--- src/inc/asu_pkg.sv ---
// Constants, register map and state types of the asynchronous serial channel.
package asu_pkg;

   // ********************
   // Bus and frame widths
   // ********************
   localparam int ASU_AW      = 3;
   localparam int ASU_DW      = 8;
   localparam int ASU_FRAME_W = 12;

   // ********************
   // Register offsets
   // ********************
   localparam logic [2:0] ADDR_TX_DATA  = 3'h0;
   localparam logic [2:0] ADDR_RX_DATA  = 3'h1;
   localparam logic [2:0] ADDR_MODE0    = 3'h2;
   localparam logic [2:0] ADDR_MODE1    = 3'h3;
   localparam logic [2:0] ADDR_MODE2    = 3'h4;
   localparam logic [2:0] ADDR_STATUS   = 3'h5;
   localparam logic [2:0] ADDR_BAUD     = 3'h6;
   localparam logic [2:0] ADDR_PORT_DIR = 3'h7;

   // ********************
   // Field positions
   // ********************
   localparam int MODE0_SYNC_CNT_LSB = 0;
   localparam int MODE0_FIRST_LSB    = 4;
   localparam int MODE1_COMM_TYPE    = 0;
   localparam int MODE1_CLK_MASTER   = 2;
   localparam int MODE1_OUT_EN       = 4;
   localparam int MODE1_IN_EN        = 5;
   localparam int MODE1_IN_SOURCE    = 7;
   localparam int MODE2_FRAME_LO     = 0;
   localparam int MODE2_FRAME_HI     = 1;
   localparam int MODE2_PARITY_LO    = 3;
   localparam int MODE2_PARITY_HI    = 4;
   localparam int MODE2_PARITY_DIS   = 5;
   localparam int STAT_RX_BUSY       = 0;
   localparam int STAT_TX_BUSY       = 1;
   localparam int STAT_RX_FULL       = 2;
   localparam int STAT_TX_PENDING    = 3;
   localparam int PORT_DIR_TXD       = 0;

   // ********************
   // Reset values
   // ********************
   localparam logic [7:0] MODE0_RST    = 8'h00;
   localparam logic [7:0] MODE1_RST    = 8'h00;
   localparam logic [7:0] MODE2_RST    = 8'h00;
   localparam logic [7:0] BAUD_RST     = 8'h00;
   localparam logic [7:0] PORT_DIR_RST = 8'h00;

   // ********************
   // Bit timing: eight oversampling ticks to one bit
   // ********************
   localparam logic [2:0] TICK_LAST       = 3'h7;
   localparam logic [2:0] START_HALF_LAST = 3'h3;

   // ********************
   // State types
   // ********************
   typedef enum logic [1:0] {
      TX_IDLE  = 2'b01,
      TX_SHIFT = 2'b10
   } asu_tx_state_e;

   typedef enum logic [2:0] {
      RX_IDLE  = 3'b001,
      RX_START = 3'b010,
      RX_DATA  = 3'b100
   } asu_rx_state_e;

endpackage : asu_pkg

--- src/inc/asu_baud_if.sv ---
// Link between the channel and its baud-rate timer.
`timescale 1ns/100ps
`default_nettype none
interface asu_baud_if;
   logic [7:0] reload;
   logic       run;
   logic       tick;

   modport gen
   (
      input  reload,
      input  run,
      output tick
   );

   modport user
   (
      output reload,
      output run,
      input  tick
   );
endinterface : asu_baud_if
`default_nettype wire

--- src/core/asu_uart.sv ---
// Asynchronous serial channel: registers, transmitter and receiver.
//
// The placing of the registers and strobed register access were decided locally.
`timescale 1ns/100ps
`default_nettype none

//Contract
// [RULE1] Transmit buffer write starts frame with start
// [RULE2] Start bit valid if low over half bit
// [RULE3] Frame sent raises transmit-complete pulse
// [RULE4] Start clears bit counter, completion raises pulse
// [RULE5] Transmitter and receiver run independently
// [RULE6] Software uses same frame, parity both ways
// [RULE7] Asynchronous mode ignores synchronous bit-count field
// [RULE8] Start, characters, parity, stops in order
// [RULE9] Frame field picks 7/8 bits, 1/2 stops
// [RULE10] Parity field: zero, one, odd, even
// [RULE11] Parity disable omits the parity bit
// [RULE12] Software picks MSB or LSB first
// [RULE13] Receive source: receive pin or transmit pin
// [RULE14] Single wire: direction bit switches transmit pin
// [RULE15] Completion copies shift data, sets full
// [RULE16] Reading receive buffer clears full flag
// [RULE17] Receive busy from start to completion
// [RULE18] Input disable clears receive busy at once
// [RULE19] Transmit busy spans chained frames until empty
// [RULE20] Output disable clears transmit busy at once
// [RULE21] Software sets clock master for communication
// [RULE22] Bit period is overflow times sixteen
// [RULE23] Line idles high, stops driven high
// [RULE24] Receiver samples bits near their middle
module asu_uart
(
   // Clock and reset
   input  wire logic                       clock_i,
   input  wire logic                       reset_i,
   // Register port
   input  wire logic [asu_pkg::ASU_AW-1:0] reg_addr_i,
   input  wire logic [asu_pkg::ASU_DW-1:0] reg_wdata_i,
   input  wire logic                       reg_wr_i,
   input  wire logic                       reg_rd_i,
   output logic      [asu_pkg::ASU_DW-1:0] reg_rdata_o,
   // Serial pins
   input  wire logic                       txd_i,
   output logic                            txd_o,
   output logic                            txd_oe_n_o,
   input  wire logic                       rxd_i,
   // Completion pulses
   output logic                            tx_complete_irq_o,
   output logic                            rx_complete_irq_o
);
   import asu_pkg::*;

   // ********************
   // Helpers
   // ********************
   // Reverses the character bits; a 7-bit character keeps bit 7 at zero.
   function automatic logic [7:0] asu_rev(input logic [7:0] d, input logic l8);
      logic [7:0] r;
      r = 8'h00;
      for (int i = 0; i < 8; i++)
      begin
         r[i] = d[7 - i];
      end
      asu_rev = l8 ? r : {1'b0, r[7:1]};
   endfunction : asu_rev

   // Bits following the start bit: characters, parity and stops.
   function automatic logic [3:0] asu_bits(input logic l8, input logic pe, input logic two);
      asu_bits = (l8 ? 4'h8 : 4'h7) + {3'h0, pe} + (two ? 4'h2 : 4'h1);
   endfunction : asu_bits

   // Builds the frame sent from bit 0 upward; all bits above are stops.
   function automatic logic [ASU_FRAME_W-1:0] asu_frame(input logic [7:0] w, input logic l8,
                                                        input logic pe, input logic pb);
      logic [ASU_FRAME_W-1:0] f;
      f      = {ASU_FRAME_W{1'b1}};
      f[0]   = 1'b0;
      f[7:1] = w[6:0];
      if (l8)
      begin
         f[8] = w[7];
      end
      if (pe)
      begin
         if (l8)
         begin
            f[9] = pb;
         end
         else
         begin
            f[8] = pb;
         end
      end
      asu_frame = f;
   endfunction : asu_frame

   // ********************
   // Registers and decode
   // ********************
   logic [7:0] mode0_r;
   logic [7:0] serial_mode_reg_one_r;
   logic [7:0] serial_mode_reg_two_r;
   logic [7:0] baud_r;
   logic [7:0] port_dir_r;
   logic [7:0] tx_data_buffer_r;
   logic [7:0] rx_data_buffer_r;
   logic [7:0] rdata_r;

   wire wr_tx    = reg_wr_i && (reg_addr_i == ADDR_TX_DATA);
   wire rd_rx    = reg_rd_i && (reg_addr_i == ADDR_RX_DATA);
   wire wr_mode0 = reg_wr_i && (reg_addr_i == ADDR_MODE0);
   wire wr_mode1 = reg_wr_i && (reg_addr_i == ADDR_MODE1);
   wire wr_mode2 = reg_wr_i && (reg_addr_i == ADDR_MODE2);
   wire wr_baud  = reg_wr_i && (reg_addr_i == ADDR_BAUD);
   wire wr_pdir  = reg_wr_i && (reg_addr_i == ADDR_PORT_DIR);

   // The synchronous bit-count field is stored for read-back only; the
   // frame length below never looks at it.
   wire [2:0] sync_bit_count_field = mode0_r[MODE0_SYNC_CNT_LSB +: 3];  // [RULE7]
   wire       first_lsb            = mode0_r[MODE0_FIRST_LSB];
   wire       comm_type_select     = serial_mode_reg_one_r[MODE1_COMM_TYPE];
   wire       clock_master_select  = serial_mode_reg_one_r[MODE1_CLK_MASTER];
   wire       serial_output_enable = serial_mode_reg_one_r[MODE1_OUT_EN];
   wire       serial_input_enable  = serial_mode_reg_one_r[MODE1_IN_EN];
   wire       input_source_select  = serial_mode_reg_one_r[MODE1_IN_SOURCE];
   wire       frame_mode_lo        = serial_mode_reg_two_r[MODE2_FRAME_LO];
   wire       frame_mode_hi        = serial_mode_reg_two_r[MODE2_FRAME_HI];
   wire       parity_mode_lo       = serial_mode_reg_two_r[MODE2_PARITY_LO];
   wire       parity_mode_hi       = serial_mode_reg_two_r[MODE2_PARITY_HI];
   wire       parity_disable       = serial_mode_reg_two_r[MODE2_PARITY_DIS];
   wire       port_direction_bit   = port_dir_r[PORT_DIR_TXD];

   wire char8    = frame_mode_hi;    // [RULE9]
   wire two_stop = frame_mode_lo;    // [RULE9]
   wire par_en   = ~parity_disable;  // [RULE11]
   wire [3:0] frame_bits = asu_bits(char8, par_en, two_stop);  // [RULE7]

   // Without the internal clock master the timer stands and nothing moves.
   wire link_run = comm_type_select & clock_master_select;  // [RULE21]

   always_ff @(posedge clock_i or posedge reset_i)
   begin
      if (reset_i)
      begin
         mode0_r               <= MODE0_RST;
         serial_mode_reg_one_r <= MODE1_RST;
         serial_mode_reg_two_r <= MODE2_RST;
         baud_r                <= BAUD_RST;
         port_dir_r            <= PORT_DIR_RST;
         tx_data_buffer_r      <= 8'h00;
      end
      else
      begin
         mode0_r               <= wr_mode0 ? reg_wdata_i : mode0_r;
         serial_mode_reg_one_r <= wr_mode1 ? reg_wdata_i : serial_mode_reg_one_r;
         serial_mode_reg_two_r <= wr_mode2 ? reg_wdata_i : serial_mode_reg_two_r;
         baud_r                <= wr_baud ? reg_wdata_i : baud_r;
         port_dir_r            <= wr_pdir ? reg_wdata_i : port_dir_r;
         tx_data_buffer_r      <= wr_tx ? reg_wdata_i : tx_data_buffer_r;
      end
   end

   // ********************
   // Baud timer and pin synchronisers
   // ********************
   asu_baud_if baud_link ();

   assign baud_link.reload = baud_r;
   assign baud_link.run    = link_run;

   asu_baud u_baud
   (
      .clock_i (clock_i),
      .reset_i (reset_i),
      .baud    (baud_link.gen)
   );

   wire tick = baud_link.tick;

   logic [1:0] rxd_sync_r;
   logic [1:0] txd_sync_r;

   always_ff @(posedge clock_i or posedge reset_i)
   begin
      if (reset_i)
      begin
         rxd_sync_r <= 2'b11;
         txd_sync_r <= 2'b11;
      end
      else
      begin
         rxd_sync_r <= {rxd_sync_r[0], rxd_i};
         txd_sync_r <= {txd_sync_r[0], txd_i};
      end
   end

   // In single-wire use the transmit pin is read back as receive data.
   wire serial_in = input_source_select ? txd_sync_r[1] : rxd_sync_r[1];  // [RULE13]

   // ********************
   // Transmitter
   // ********************
   asu_tx_state_e          tx_state_r;
   logic [ASU_FRAME_W-1:0] tx_frame_r;
   logic [3:0]             tx_left_r;
   logic [2:0]             tx_tick_r;
   logic                   tx_buffer_pending_flag_r;
   logic                   tx_busy_flag_r;
   logic                   tx_irq_r;
   logic                   txd_oe_n_r;

   wire [7:0] tx_char   = char8 ? tx_data_buffer_r : {1'b0, tx_data_buffer_r[6:0]};
   wire [7:0] tx_word   = first_lsb ? tx_char : asu_rev(tx_char, char8);  // [RULE12]
   wire       tx_xor    = ^tx_char;
   // Constant zero, constant one, odd, even over characters plus parity.
   wire       tx_pbit   = parity_mode_hi ? (parity_mode_lo ? tx_xor : ~tx_xor)
                                         : parity_mode_lo;  // [RULE10]
   wire [ASU_FRAME_W-1:0] tx_frame_new = asu_frame(tx_word, char8, par_en, tx_pbit);  // [RULE8]

   wire tx_shift  = (tx_state_r == TX_SHIFT);
   wire tx_bitend = tx_shift && tick && (tx_tick_r == TICK_LAST);
   wire tx_done   = tx_bitend && (tx_left_r == 4'h1);  // [RULE3]
   // A pending byte is taken at the end of a frame with no idle gap.
   wire tx_load   = tx_buffer_pending_flag_r && serial_output_enable && link_run
                    && ((tx_state_r == TX_IDLE) || tx_done);  // [RULE1]

   always_ff @(posedge clock_i or posedge reset_i)
   begin
      if (reset_i)
      begin
         tx_state_r <= TX_IDLE;
         tx_frame_r <= {ASU_FRAME_W{1'b1}};
         tx_left_r  <= 4'h0;
         tx_tick_r  <= 3'h0;
      end
      else if (!serial_output_enable)
      begin
         tx_state_r <= TX_IDLE;
         tx_frame_r <= {ASU_FRAME_W{1'b1}};  // [RULE23]
         tx_left_r  <= 4'h0;
         tx_tick_r  <= 3'h0;
      end
      else if (tx_load)
      begin
         tx_state_r <= TX_SHIFT;
         tx_frame_r <= tx_frame_new;  // [RULE1]
         tx_left_r  <= frame_bits + 4'h1;
         tx_tick_r  <= 3'h0;
      end
      else if (tx_done)
      begin
         tx_state_r <= TX_IDLE;
         tx_frame_r <= {ASU_FRAME_W{1'b1}};  // [RULE23]
         tx_left_r  <= 4'h0;
         tx_tick_r  <= 3'h0;
      end
      else if (tx_shift && tick)
      begin
         tx_tick_r <= tx_tick_r + 3'h1;
         if (tx_bitend)
         begin
            tx_frame_r <= {1'b1, tx_frame_r[ASU_FRAME_W-1:1]};  // [RULE8]
            tx_left_r  <= tx_left_r - 4'h1;
         end
      end
   end

   // A new write wins over the load that consumes the previous byte.
   always_ff @(posedge clock_i or posedge reset_i)
   begin
      if (reset_i)
      begin
         tx_buffer_pending_flag_r <= 1'b0;
         tx_busy_flag_r           <= 1'b0;
         tx_irq_r                 <= 1'b0;
         txd_oe_n_r               <= 1'b1;
      end
      else
      begin
         tx_buffer_pending_flag_r <= serial_output_enable
                                     && (wr_tx || (tx_buffer_pending_flag_r && !tx_load));
         tx_busy_flag_r <= serial_output_enable  // [RULE20]
                           && (wr_tx || tx_buffer_pending_flag_r
                               || (tx_busy_flag_r && !tx_done));  // [RULE19]
         tx_irq_r       <= tx_done;  // [RULE3]
         txd_oe_n_r     <= ~(serial_output_enable
                             && (!input_source_select || port_direction_bit));  // [RULE14]
      end
   end

   // ********************
   // Receiver
   // ********************
   asu_rx_state_e rx_state_r;
   logic [2:0]    rx_tick_r;
   logic [3:0]    rx_count_r;
   logic [7:0]    rx_shift_r;
   logic          rx_busy_flag_r;
   logic          rx_buffer_full_flag_r;
   logic          rx_irq_r;

   wire rx_enable = serial_input_enable && link_run;
   wire rx_sample = (rx_state_r == RX_DATA) && tick && (rx_tick_r == TICK_LAST);  // [RULE24]
   wire rx_char   = rx_count_r < (char8 ? 4'h8 : 4'h7);
   wire rx_done   = rx_sample && (rx_count_r == frame_bits - 4'h1);  // [RULE4]
   // The fourth further low tick after the falling edge comes three to four
   // ticks after it, near half a bit; sampling then lands mid-bit.
   wire rx_found  = (rx_state_r == RX_START) && tick && !serial_in
                    && (rx_tick_r == START_HALF_LAST);  // [RULE2]
   wire [7:0] rx_char_data = char8 ? rx_shift_r : {1'b0, rx_shift_r[6:0]};
   wire [7:0] rx_data_now  = first_lsb ? asu_rev(rx_shift_r, char8) : rx_char_data;  // [RULE12]

   // The receiver shares only mode fields and the baud tick with the transmitter.
   always_ff @(posedge clock_i or posedge reset_i)  // [RULE5]
   begin
      if (reset_i)
      begin
         rx_state_r <= RX_IDLE;
         rx_tick_r  <= 3'h0;
         rx_count_r <= 4'h0;
         rx_shift_r <= 8'h00;
      end
      else if (!rx_enable)
      begin
         rx_state_r <= RX_IDLE;
         rx_tick_r  <= 3'h0;
      end
      else
      begin
         unique case (rx_state_r)
            RX_IDLE:
            begin
               rx_tick_r <= 3'h0;
               if (!serial_in)
               begin
                  rx_state_r <= RX_START;
               end
            end
            RX_START:
            begin
               if (tick && serial_in)
               begin
                  rx_state_r <= RX_IDLE;  // [RULE2]
               end
               else if (rx_found)
               begin
                  rx_state_r <= RX_DATA;
                  rx_tick_r  <= 3'h0;
                  rx_count_r <= 4'h0;  // [RULE4]
               end
               else if (tick)
               begin
                  rx_tick_r <= rx_tick_r + 3'h1;
               end
            end
            RX_DATA:
            begin
               if (tick)
               begin
                  rx_tick_r <= rx_tick_r + 3'h1;
               end
               if (rx_done)
               begin
                  rx_state_r <= RX_IDLE;
               end
               else if (rx_sample)
               begin
                  rx_count_r <= rx_count_r + 4'h1;
                  if (rx_char)
                  begin
                     rx_shift_r <= {rx_shift_r[6:0], serial_in};  // [RULE8]
                  end
               end
            end
         endcase
      end
   end

   // A completion in the same cycle as a buffer read leaves the flag set.
   always_ff @(posedge clock_i or posedge reset_i)
   begin
      if (reset_i)
      begin
         rx_busy_flag_r        <= 1'b0;
         rx_buffer_full_flag_r <= 1'b0;
         rx_data_buffer_r      <= 8'h00;
         rx_irq_r              <= 1'b0;
      end
      else
      begin
         rx_busy_flag_r        <= rx_enable  // [RULE18]
                                  && (rx_found || (rx_busy_flag_r && !rx_done));  // [RULE17]
         rx_buffer_full_flag_r <= (rx_enable && rx_done)  // [RULE15]
                                  || (rx_buffer_full_flag_r && !rd_rx);  // [RULE16]
         rx_data_buffer_r      <= (rx_enable && rx_done) ? rx_data_now : rx_data_buffer_r;
         rx_irq_r              <= rx_enable && rx_done;  // [RULE4]
      end
   end

   // ********************
   // Read-back
   // ********************
   wire [7:0] status_w = {4'h0,
                          tx_buffer_pending_flag_r,
                          rx_buffer_full_flag_r,
                          tx_busy_flag_r,
                          rx_busy_flag_r};

   wire [7:0] rd_mux =
      (reg_addr_i == ADDR_TX_DATA)  ? tx_data_buffer_r      :
      (reg_addr_i == ADDR_RX_DATA)  ? rx_data_buffer_r      :
      (reg_addr_i == ADDR_MODE0)    ? {mode0_r[7:3], sync_bit_count_field} :
      (reg_addr_i == ADDR_MODE1)    ? serial_mode_reg_one_r :
      (reg_addr_i == ADDR_MODE2)    ? serial_mode_reg_two_r :
      (reg_addr_i == ADDR_STATUS)   ? status_w              :
      (reg_addr_i == ADDR_BAUD)     ? baud_r                : port_dir_r;

   always_ff @(posedge clock_i or posedge reset_i)
   begin
      if (reset_i)
      begin
         rdata_r <= 8'h00;
      end
      else
      begin
         rdata_r <= reg_rd_i ? rd_mux : 8'h00;
      end
   end

   assign reg_rdata_o       = rdata_r;
   assign txd_o             = tx_frame_r[0];  // [RULE23]
   assign txd_oe_n_o        = txd_oe_n_r;
   assign tx_complete_irq_o = tx_irq_r;
   assign rx_complete_irq_o = rx_irq_r;

endmodule : asu_uart
`default_nettype wire

--- src/core/asu_baud.sv ---
// Baud-rate timer giving the eight-per-bit oversampling tick.
`timescale 1ns/100ps
`default_nettype none
module asu_baud
(
   // Clock and reset
   input  wire logic clock_i,
   input  wire logic reset_i,
   // Tick link
   asu_baud_if.gen   baud
);
   import asu_pkg::*;

   logic [7:0] count_r;
   logic       half_r;
   logic       tick_r;

   wire overflow = (count_r == baud.reload);

   // One tick every second overflow, eight ticks per bit, so a bit is
   // the overflow period times 2 times 8.
   always_ff @(posedge clock_i or posedge reset_i)
   begin
      if (reset_i)
      begin
         count_r <= 8'h00;
         half_r  <= 1'b0;
         tick_r  <= 1'b0;
      end
      else if (!baud.run)
      begin
         count_r <= 8'h00;
         half_r  <= 1'b0;
         tick_r  <= 1'b0;
      end
      else
      begin
         count_r <= overflow ? 8'h00 : count_r + 8'h01;
         half_r  <= overflow ? ~half_r : half_r;  // [RULE22]
         tick_r  <= overflow & half_r;            // [RULE22]
      end
   end

   assign baud.tick = tick_r;

endmodule : asu_baud
`default_nettype wire

--- config.mk ---
export PLATFORM = sky130hd
export DESIGN_NAME = asu_uart
export DESIGN_NICKNAME = d
export VERILOG_FILES = /design/src/inc/asu_pkg.sv /design/src/inc/asu_baud_if.sv /design/src/core/asu_uart.sv /design/src/core/asu_baud.sv
export SDC_FILE = /design/constraint.sdc
export NUM_CORES = 1
export LEC_CHECK = 0
export BUFFER_PORTS_ARGS = -buffer_cell sky130_fd_sc_hd__buf_2
export CAP_MARGIN = 20
export CORE_UTILIZATION = 56
export DETAILED_ROUTE_END_ITERATION = 10
export PLACE_DENSITY_LB_ADDON = 0.05
export SLEW_MARGIN = 20
export SYNTH_ARGS = -nofsm -noshare
export SYNTH_HDL_FRONTEND = slang
export SYNTH_SLANG_ARGS = --single-unit
--- constraint.sdc ---
create_clock -name clock_i -period 3.7 [get_ports clock_i]
set_input_delay 0.37 -clock clock_i [delete_from_list [all_inputs] [get_ports clock_i]]
set_output_delay 0.37 -clock clock_i [all_outputs]
set_load 0.03 [all_outputs]
==> results.json, run 1 <==
{
  "run_status": "complete, no violations",
  "via_count": 4385,
  "holdPathStages": 1,
  "power_leakage_nw": 3.24,
  "finalCritPeriodShare_pct": 84.7,
  "hpwl_mm": 9.72,
  "fillers": 881,
  "syn-num-nets": 600,
  "arrival_ps": 3430,
  "die_w_um": 108,
  "hold_buffers": 0,
  "wl_mm": 14.1,
  "htreeDepth": 4,
  "ctsResizeCount": 0,
  "ys_seq_elements": 122,
  "synth_cells": 564,
  "crit_type": "reg2reg",
  "gp_congestion": 0.828,
  "min_period_ps": 3130,
  "relSlewSlack_pct": 38.4,
  "wl_per_cell_um": 18.9,
  "crit_path_cell_trace": "fa_1 > inv_1 > fa_1 > ha_1 > xnor2_1 > nor4_4 > a31oi_4 > nand3_4 > mux2_2",
  "antenna_found_initial": 0,
  "r2r_end": "rx_shift_r[5]",
  "cts_sinks": 122,
  "path_clk_slew_ps": 50,
  "cts-buffers-inserted": 17,
  "num_rows": 38,
  "drv_cap": 0,
  "hold_viol": 0,
  "drc": 0,
  "rsz0062_at_grt": "no",
  "antenna_cells_inserted": 0,
  "power.density_mw_per_mm2": 597,
  "irDropWorstVdd_mv": 0.507,
  "hold_class": "in2reg",
  "grt_pass1_vias": 4367,
  "grt_pass1_wl_mm": 22.9,
  "hold_end": "txd_sync_r[0]",
  "fp.dieArea_mm2": 0.0118,
  "ant_nets": 0,
  "first_iter_violations": 367,
  "layout-drive-gt1-share_pct": 26.8,
  "io_buffers": 28,
  "cts_setup_buffers": 0,
  "worst_slew_pin_slew_ps": 924,
  "synth_common_cells": "105 x dfrtp_1, 66 x mux2_2, 45 x nand2_1, 39 x o21ai_0, 34 x nor2_1",
  "finalSetupViolations": 0,
  "r2r-start": "serial_mode_reg_two_r[0]",
  "yosysSeqAreaShare_pct": 48.4,
  "core_mm2": 0.0109,
  "cp-end-kind": "register",
  "synth_edf_count": 0,
  "cp_max_fo": 8,
  "grt_max_degree": 76,
  "max_freq_mhz": 319,
  "design_area_mm2": 0.00717,
  "via_per_inst": 5.89,
  "syn2layout_area_growth_pct": 12.9,
  "regToRegSetupSlack_ps": 570,
  "ys.flop_type": "dfrtp_1",
  "grt-ovfl-total": 0,
  "avgSynthCellArea_um2": 11.3,
  "clock_skew_ps": 11.7,
  "hp-start": "txd_i",
  "synthArstFlopShare_pct": 100,
  "synth_top_cell_by_area": "dfrtp_1",
  "io_pins": 29,
  "synth.most_common_cell": "dfrtp_1",
  "firstDrtPassIters": 4,
  "reg2regPathDepth": 9,
  "start_util_pct": 58.1,
  "place_area_mm2": 0.00662,
  "synth_top_area_share_pct": 41.4,
  "synth_cell_types": 57,
  "slowest_stage": "fa_1",
  "synthesis.area_mm2": 0.00635,
  "yosysWarningCount": 0,
  "nNetsFinal": 628,
  "insertion_delay_ps": 430,
  "slowest_delay_ps": 460,
  "grt_usage_pct": 26.9,
  "hold_slack_ps": 44.3,
  "cts_root_buf": "clkbuf_16",
  "critPathRequiredTime_ps": 4000,
  "cp-start-kind": "register",
  "report.final.slew_viol_count": 0,
  "tritoncts": "yes",
  "synth_area_leaders": "dfrtp_1 41%, mux2_2 12%, dfstp_2 7.0%, mux2i_1 3.6%, ha_1 3.2%",
  "crit_path_frequent_cell": "fa_1",
  "die_h_um": 108,
  "clock_path_buffers": 2,
  "setup_tns_ps": 0
}
==> per-layer routing <==
metal	global-route usage, %	share of wire, %	up-vias
met1	37.3	47	2216
met3	6.69	4.1	18
li1	-	-	2071
met2	40.7	47	80
met5	0	0	-
met4	10.3	1.6	0
==> how the worst max path moves through the flow <==
stage | slack, ps | start | endpoint
final | 570 | serial_mode_reg_two_r[0] | rx_shift_r[5]
after global placement | 640 | serial_mode_reg_two_r[0] | rx_shift_r[1]
after detailed placement | 590 | serial_mode_reg_two_r[0] | rx_shift_r[5]
after floorplan | 120 | reset_i | baud_link.reload[0]
after global routing | 390 | serial_mode_reg_two_r[0] | rx_data_buffer_r[7]
after CTS | 560 | serial_mode_reg_two_r[0] | rx_shift_r[5]
==> state kept, by name, summed over array words and instances (netlist names), 3 cells and up <==
register and cells:
tx_frame_r 10, baud_link.reload 8, mode0_r 8, port_dir_r 8, reg_rdata_o 8, rx_data_buffer_r 8
rx_shift_r 8, serial_mode_reg_one_r 8, serial_mode_reg_two_r 8, tx_data_buffer_r 8, u_baud.count_r 8, rx_count_r 4
tx_left_r 4, rx_state_r 3, rx_tick_r 3, tx_tick_r 3
==> placed cells by master (no fill, tap or decap), types with 19 or more instances in the layout <==
| master | count |
|---|---|
| dfrtp_1 | 105 |
| nand2_1 | 45 |
| buf_2 | 28 |
| xnor2_1 | 19 |
| mux2i_1 | 23 |
| a21oi_1 | 25 |
| nor2_1 | 34 |
| o21ai_0 | 39 |
| mux2_2 | 66 |
==> report_power, final <==
group | switching [mW] | leakage [nW] | internal, mW
Clock | 0.578 | 0.274 | 0.969
Sequential | 0.200 | 1.54 | 1.52
Combinational | 0.523 | 1.42 | 0.488
Total | 1.30 | 3.24 | 2.98
==> per-stage QoR <==
stage          cells  utilization, %  setup WS [ps]  total power, mW
6_report         745            65.6            567             4.28
5_1_grt          745            65.6            392             4.49
4_1_cts          745            65.6            564             4.30
3_5_place_dp     713            60.5            587             2.75
3_3_place_gp     713            60.5            635             2.72
2_1_floorplan    564               -            116             2.48
==> critical path, delay by kind of cell, from the launching register on <==
kind,cells,cell delay (ps)
AO/OA/AOI/OAI,1,200
XOR/XNOR,1,170
adder cells (fa/ha/maj),3,1260
buffers and inverters,1,70
flip-flops,1,450
multiplexers,1,350
AND/OR/NAND/NOR,2,500
==> cell type report <==
class | instances | area [µm²] | share of cell area [%]
Multi-Input combinational cell | 398 | 3100 | 43.3
Sequential cell | 122 | 3070 | 42.9
Clock buffer | 24 | 482 | 6.72
Timing Repair Buffer | 36 | 200 | 2.79
Tap cell | 140 | 175 | 2.44
Clock inverter | 8 | 71.3 | 0.994
Inverter | 17 | 66.3 | 0.925
==> kinds of logic (layout without fill, tap and decap cells) <==
group / count (synthesis) / after routing / synth area share [%]
AND/OR/NAND/NOR: 143 / 143 / 11.5
XOR/XNOR: 32 / 32 / 4.85
AO/OA/AOI/OAI: 106 / 106 / 10.3
multiplexers: 98 / 98 / 18.2
buffers and inverters: 44 / 85 / 2.74
adder cells (fa/ha/maj): 19 / 19 / 4.10
flip-flops: 122 / 122 / 48.4
(Power assumes the default switching activity.)
==> run 2, diff against run 1 <==
--- a/config.mk
+++ b/config.mk
@@ -5,6 +5,7 @@
 export SDC_FILE = /design/constraint.sdc
 export NUM_CORES = 1
 export LEC_CHECK = 0
+export ABC_AREA = 1
 export BUFFER_PORTS_ARGS = -buffer_cell sky130_fd_sc_hd__buf_2
 export CAP_MARGIN = 20
 export CORE_UTILIZATION = 56
==> constraint.sdc (replaced) <==
create_clock -name clock_i -period 2.7 [get_ports clock_i]
set_input_delay 0.27 -clock clock_i [delete_from_list [all_inputs] [get_ports clock_i]]
set_output_delay 0.27 -clock clock_i [all_outputs]
set_load 0.03 [all_outputs]
==> run 2 against run 1 <==
Net effect:
- the run now ends with negative setup slack left
- non-clock buffer count is 10 higher
- combinational power is 33% higher
- cell count is 40% higher
- synthesized area rose by 4.0%
- first-iteration DRC count rose by 23%
- maximum frequency is 16% higher
- wire length up 14%
- clock skew decreased by 2.3 ps
==> results.json, run 2 <==
{
  "via_count": 5642,
  "grt_use_met1_pct": 37.3,
  "synth_top_cell_by_area": "dfrtp_1",
  "antenna_found_initial": 0,
  "synth_cell_types": 38,
  "io_buffers": 28,
  "core_mm2": 0.0115,
  "rsz0062_at_grt": "yes",
  "crit_type": "reg2reg",
  "clock_skew_ps": 9.36,
  "path_clk_slew_ps": 60,
  "num_rows": 39,
  "htreeDepth": 4,
  "final_common_cell": "nand2_1",
  "arrival_ps": 3020,
  "synthArstFlopShare_pct": 100,
  "violations": "negative setup slack",
  "fillers": 949,
  "largest_register_ffs": 10,
  "grt-ovfl-total": 0,
  "syn2layout_area_growth_pct": 15.6,
  "die_h_um": 111,
  "yosysSeqAreaShare_pct": 46.6,
  "cts_setup_buffers": 0,
  "firstDrtPassIters": 6,
  "power.density_mw_per_mm2": 743,
  "antenna_cells_inserted": 0,
  "grt_usage_pct": 28.2,
  "synth_common_cells": "230 x nand2_1, 112 x inv_1, 105 x dfrtp_1, 94 x o21ai_0, 51 x nor2_1",
  "grt_max_degree": 55,
  "cts_sinks": 122,
  "grt_pass1_vias": 5573,
  "synth.most_common_cell": "nand2_1",
  "clock_path_buffers": 2,
  "max_freq_mhz": 369,
  "synth_edf_count": 0,
  "layout-drive-gt1-share_pct": 15.6,
  "report.final.slew_viol_count": 0,
  "cp_max_fo": 4,
  "grt_pass1_wl_mm": 27.1,
  "synth_area_leaders": "dfrtp_1 40%, nand2_1 13%, o21ai_0 7.1%, dfstp_2 6.8%, inv_1 6.4%",
  "finalCritPeriodShare_pct": 100,
  "start_util_pct": 57.6,
  "finalPower_mw": 5.67,
  "cp-end-kind": "register",
  "power_leakage_nw": 3.73,
  "die_w_um": 111,
  "synthesis.area_mm2": 0.00660,
  "worst_slew_pin_slew_ps": 771,
  "cts-buffers-inserted": 17,
  "relSlewSlack_pct": 48.4,
  "ys.flop_type": "dfrtp_1",
  "run_status": "complete, but fails checks",
  "grt_use_met3_pct": 5.82,
  "cts_root_buf": "clkbuf_16",
  "io_pins": 29,
  "synth_cells": 844,
  "via_per_inst": 5.40,
  "insertion_delay_ps": 420,
  "synth_top_area_share_pct": 39.8,
  "cp-start-kind": "register",
  "ant_nets": 0,
  "final_cell_mix": "222 x nand2_1, 110 x inv_1, 105 x dfrtp_1",
  "hold_class": "in2reg",
  "nNetsFinal": 924,
  "gp_congestion": 0.879,
  "irDropWorstVdd_mv": 0.567,
  "grt.met2_usage_pct": 44.8,
  "hpwl_mm": 11.3,
  "largest-register": "tx_frame_r",
  "fp.dieArea_mm2": 0.0122,
  "drv_cap": 0,
  "hold_viol": 0,
  "finalSetupViolations": 1,
  "first_iter_violations": 450,
  "top_usage_layer": "met2",
  "avgSynthCellArea_um2": 7.82,
  "finalWorstSetupSlack_ps": -8.09,
  "min_period_ps": 2710,
  "yosysWarningCount": 0,
  "syn-num-nets": 880,
  "ys_seq_elements": 122,
  "tritoncts": "yes",
  "placed_cells": 1008,
  "finalNonFillerCells": 1044,
  "wl_per_cell_um": 15.3,
  "drc": 0,
  "critPathRequiredTime_ps": 3010,
  "wl_mm": 16.0
}
[run 2: cell types whose count changed after synthesis, sizes merged, moves of 9 or more]
cell    delta
nor2b      -9
nor2      +24
o211ai    +11
nand2    +191
o21ai     +81
nand3     +32
inv      +103
xnor2     -15
mux2i     -23
mux2      -68
[run 2: worst max-delay path, cell delays in order, from the launching register on]
cell and delay [ps]:
dfrtp_1 400, fa_2 390, inv_2 70, fa_2 450
ha_4 290, xor2_1 150, nand4_1 170, nor2_4 200
nand3_4 120, or2_0 220, o21ai_1 90, inv_2 40
[run 2: path summary, 6_finish.rpt]
path                       slack, ps                startpoint             endpoint  depth (start not counted)
hold reg to reg                  360             txd_sync_r[0]        txd_sync_r[1]                          0
max in group asynchronous       1440                   reset_i        tx_frame_r[4]                          4
hold / removal                    80            reg_wdata_i[2]        port_dir_r[2]                          3
setup / recovery                  -8  serial_mode_reg_two_r[0]  rx_data_buffer_r[7]                         11
min in group asynchronous        510                   reset_i         tx_tick_r[1]                          3
setup reg to reg                  -8  serial_mode_reg_two_r[0]  rx_data_buffer_r[7]                         11
[run 2: stage by stage]
stage | utilization [%] | cell area, µm² | hold slack (ps) | setup WS [ps] | setup TNS [ps]
global placement | 60.6 | 6950 | 346 | 40.5 | 0
floorplan | - | 6610 | 274 | 56.6 | 0
detailed placement | 60.6 | 6950 | 349 | -10.6 | -10.6
finish | 66.6 | 7640 | 79.0 | -8.09 | -8.09
global route | 66.6 | 7640 | 79.3 | -126 | -1540
CTS | 65.8 | 7550 | 66.8 | -13.5 | -50.5
[run 2: cell type report]
class	count	area, µm²	area share (%)
timing repair buffer	46	312	4.08
multi-input combinational	579	3070	40.2
clock buffer	25	465	6.10
clock inverter	7	72.6	0.950
tap	143	179	2.34
inverter	122	467	6.11
sequential	122	3070	40.3
[run 2: power breakdown]
group	switching [mW]	internal, mW	leakage [nW]	total [mW]
combinational	0.862	0.474	1.91	1.34
clock	0.789	1.29	0.255	2.07
sequential	0.174	2.09	1.57	2.26
[run 2: cell families (layout without fill, tap and decap cells)]
| family | after synthesis | in the layout | share of synthesized area, % |
|---|---|---|---|
| adder cells (fa/ha/maj) | 19 | 19 | 3.94 |
| AO/OA/AOI/OAI | 176 | 176 | 14.2 |
| buffers and inverters | 144 | 200 | 8.62 |
| XOR/XNOR | 18 | 18 | 2.79 |
| flip-flops | 122 | 122 | 46.6 |
| AND/OR/NAND/NOR | 365 | 366 | 23.9 |
[run 2: what timing repair did]
action,in CTS,in global routing
pin swaps,2,5
resized for setup,2,30
setup endpoints to repair,13,25
endpoints found under the hold margin,25,0
cloned,1,0
hold buffers,3,0
[run 2: metal layers]
layer / up-vias / share of wire (%)
met5: - / 0
met4: 0 / 3.1
met3: 39 / 4.2
met2: 157 / 47
met1: 2643 / 45
li1: 2803 / -
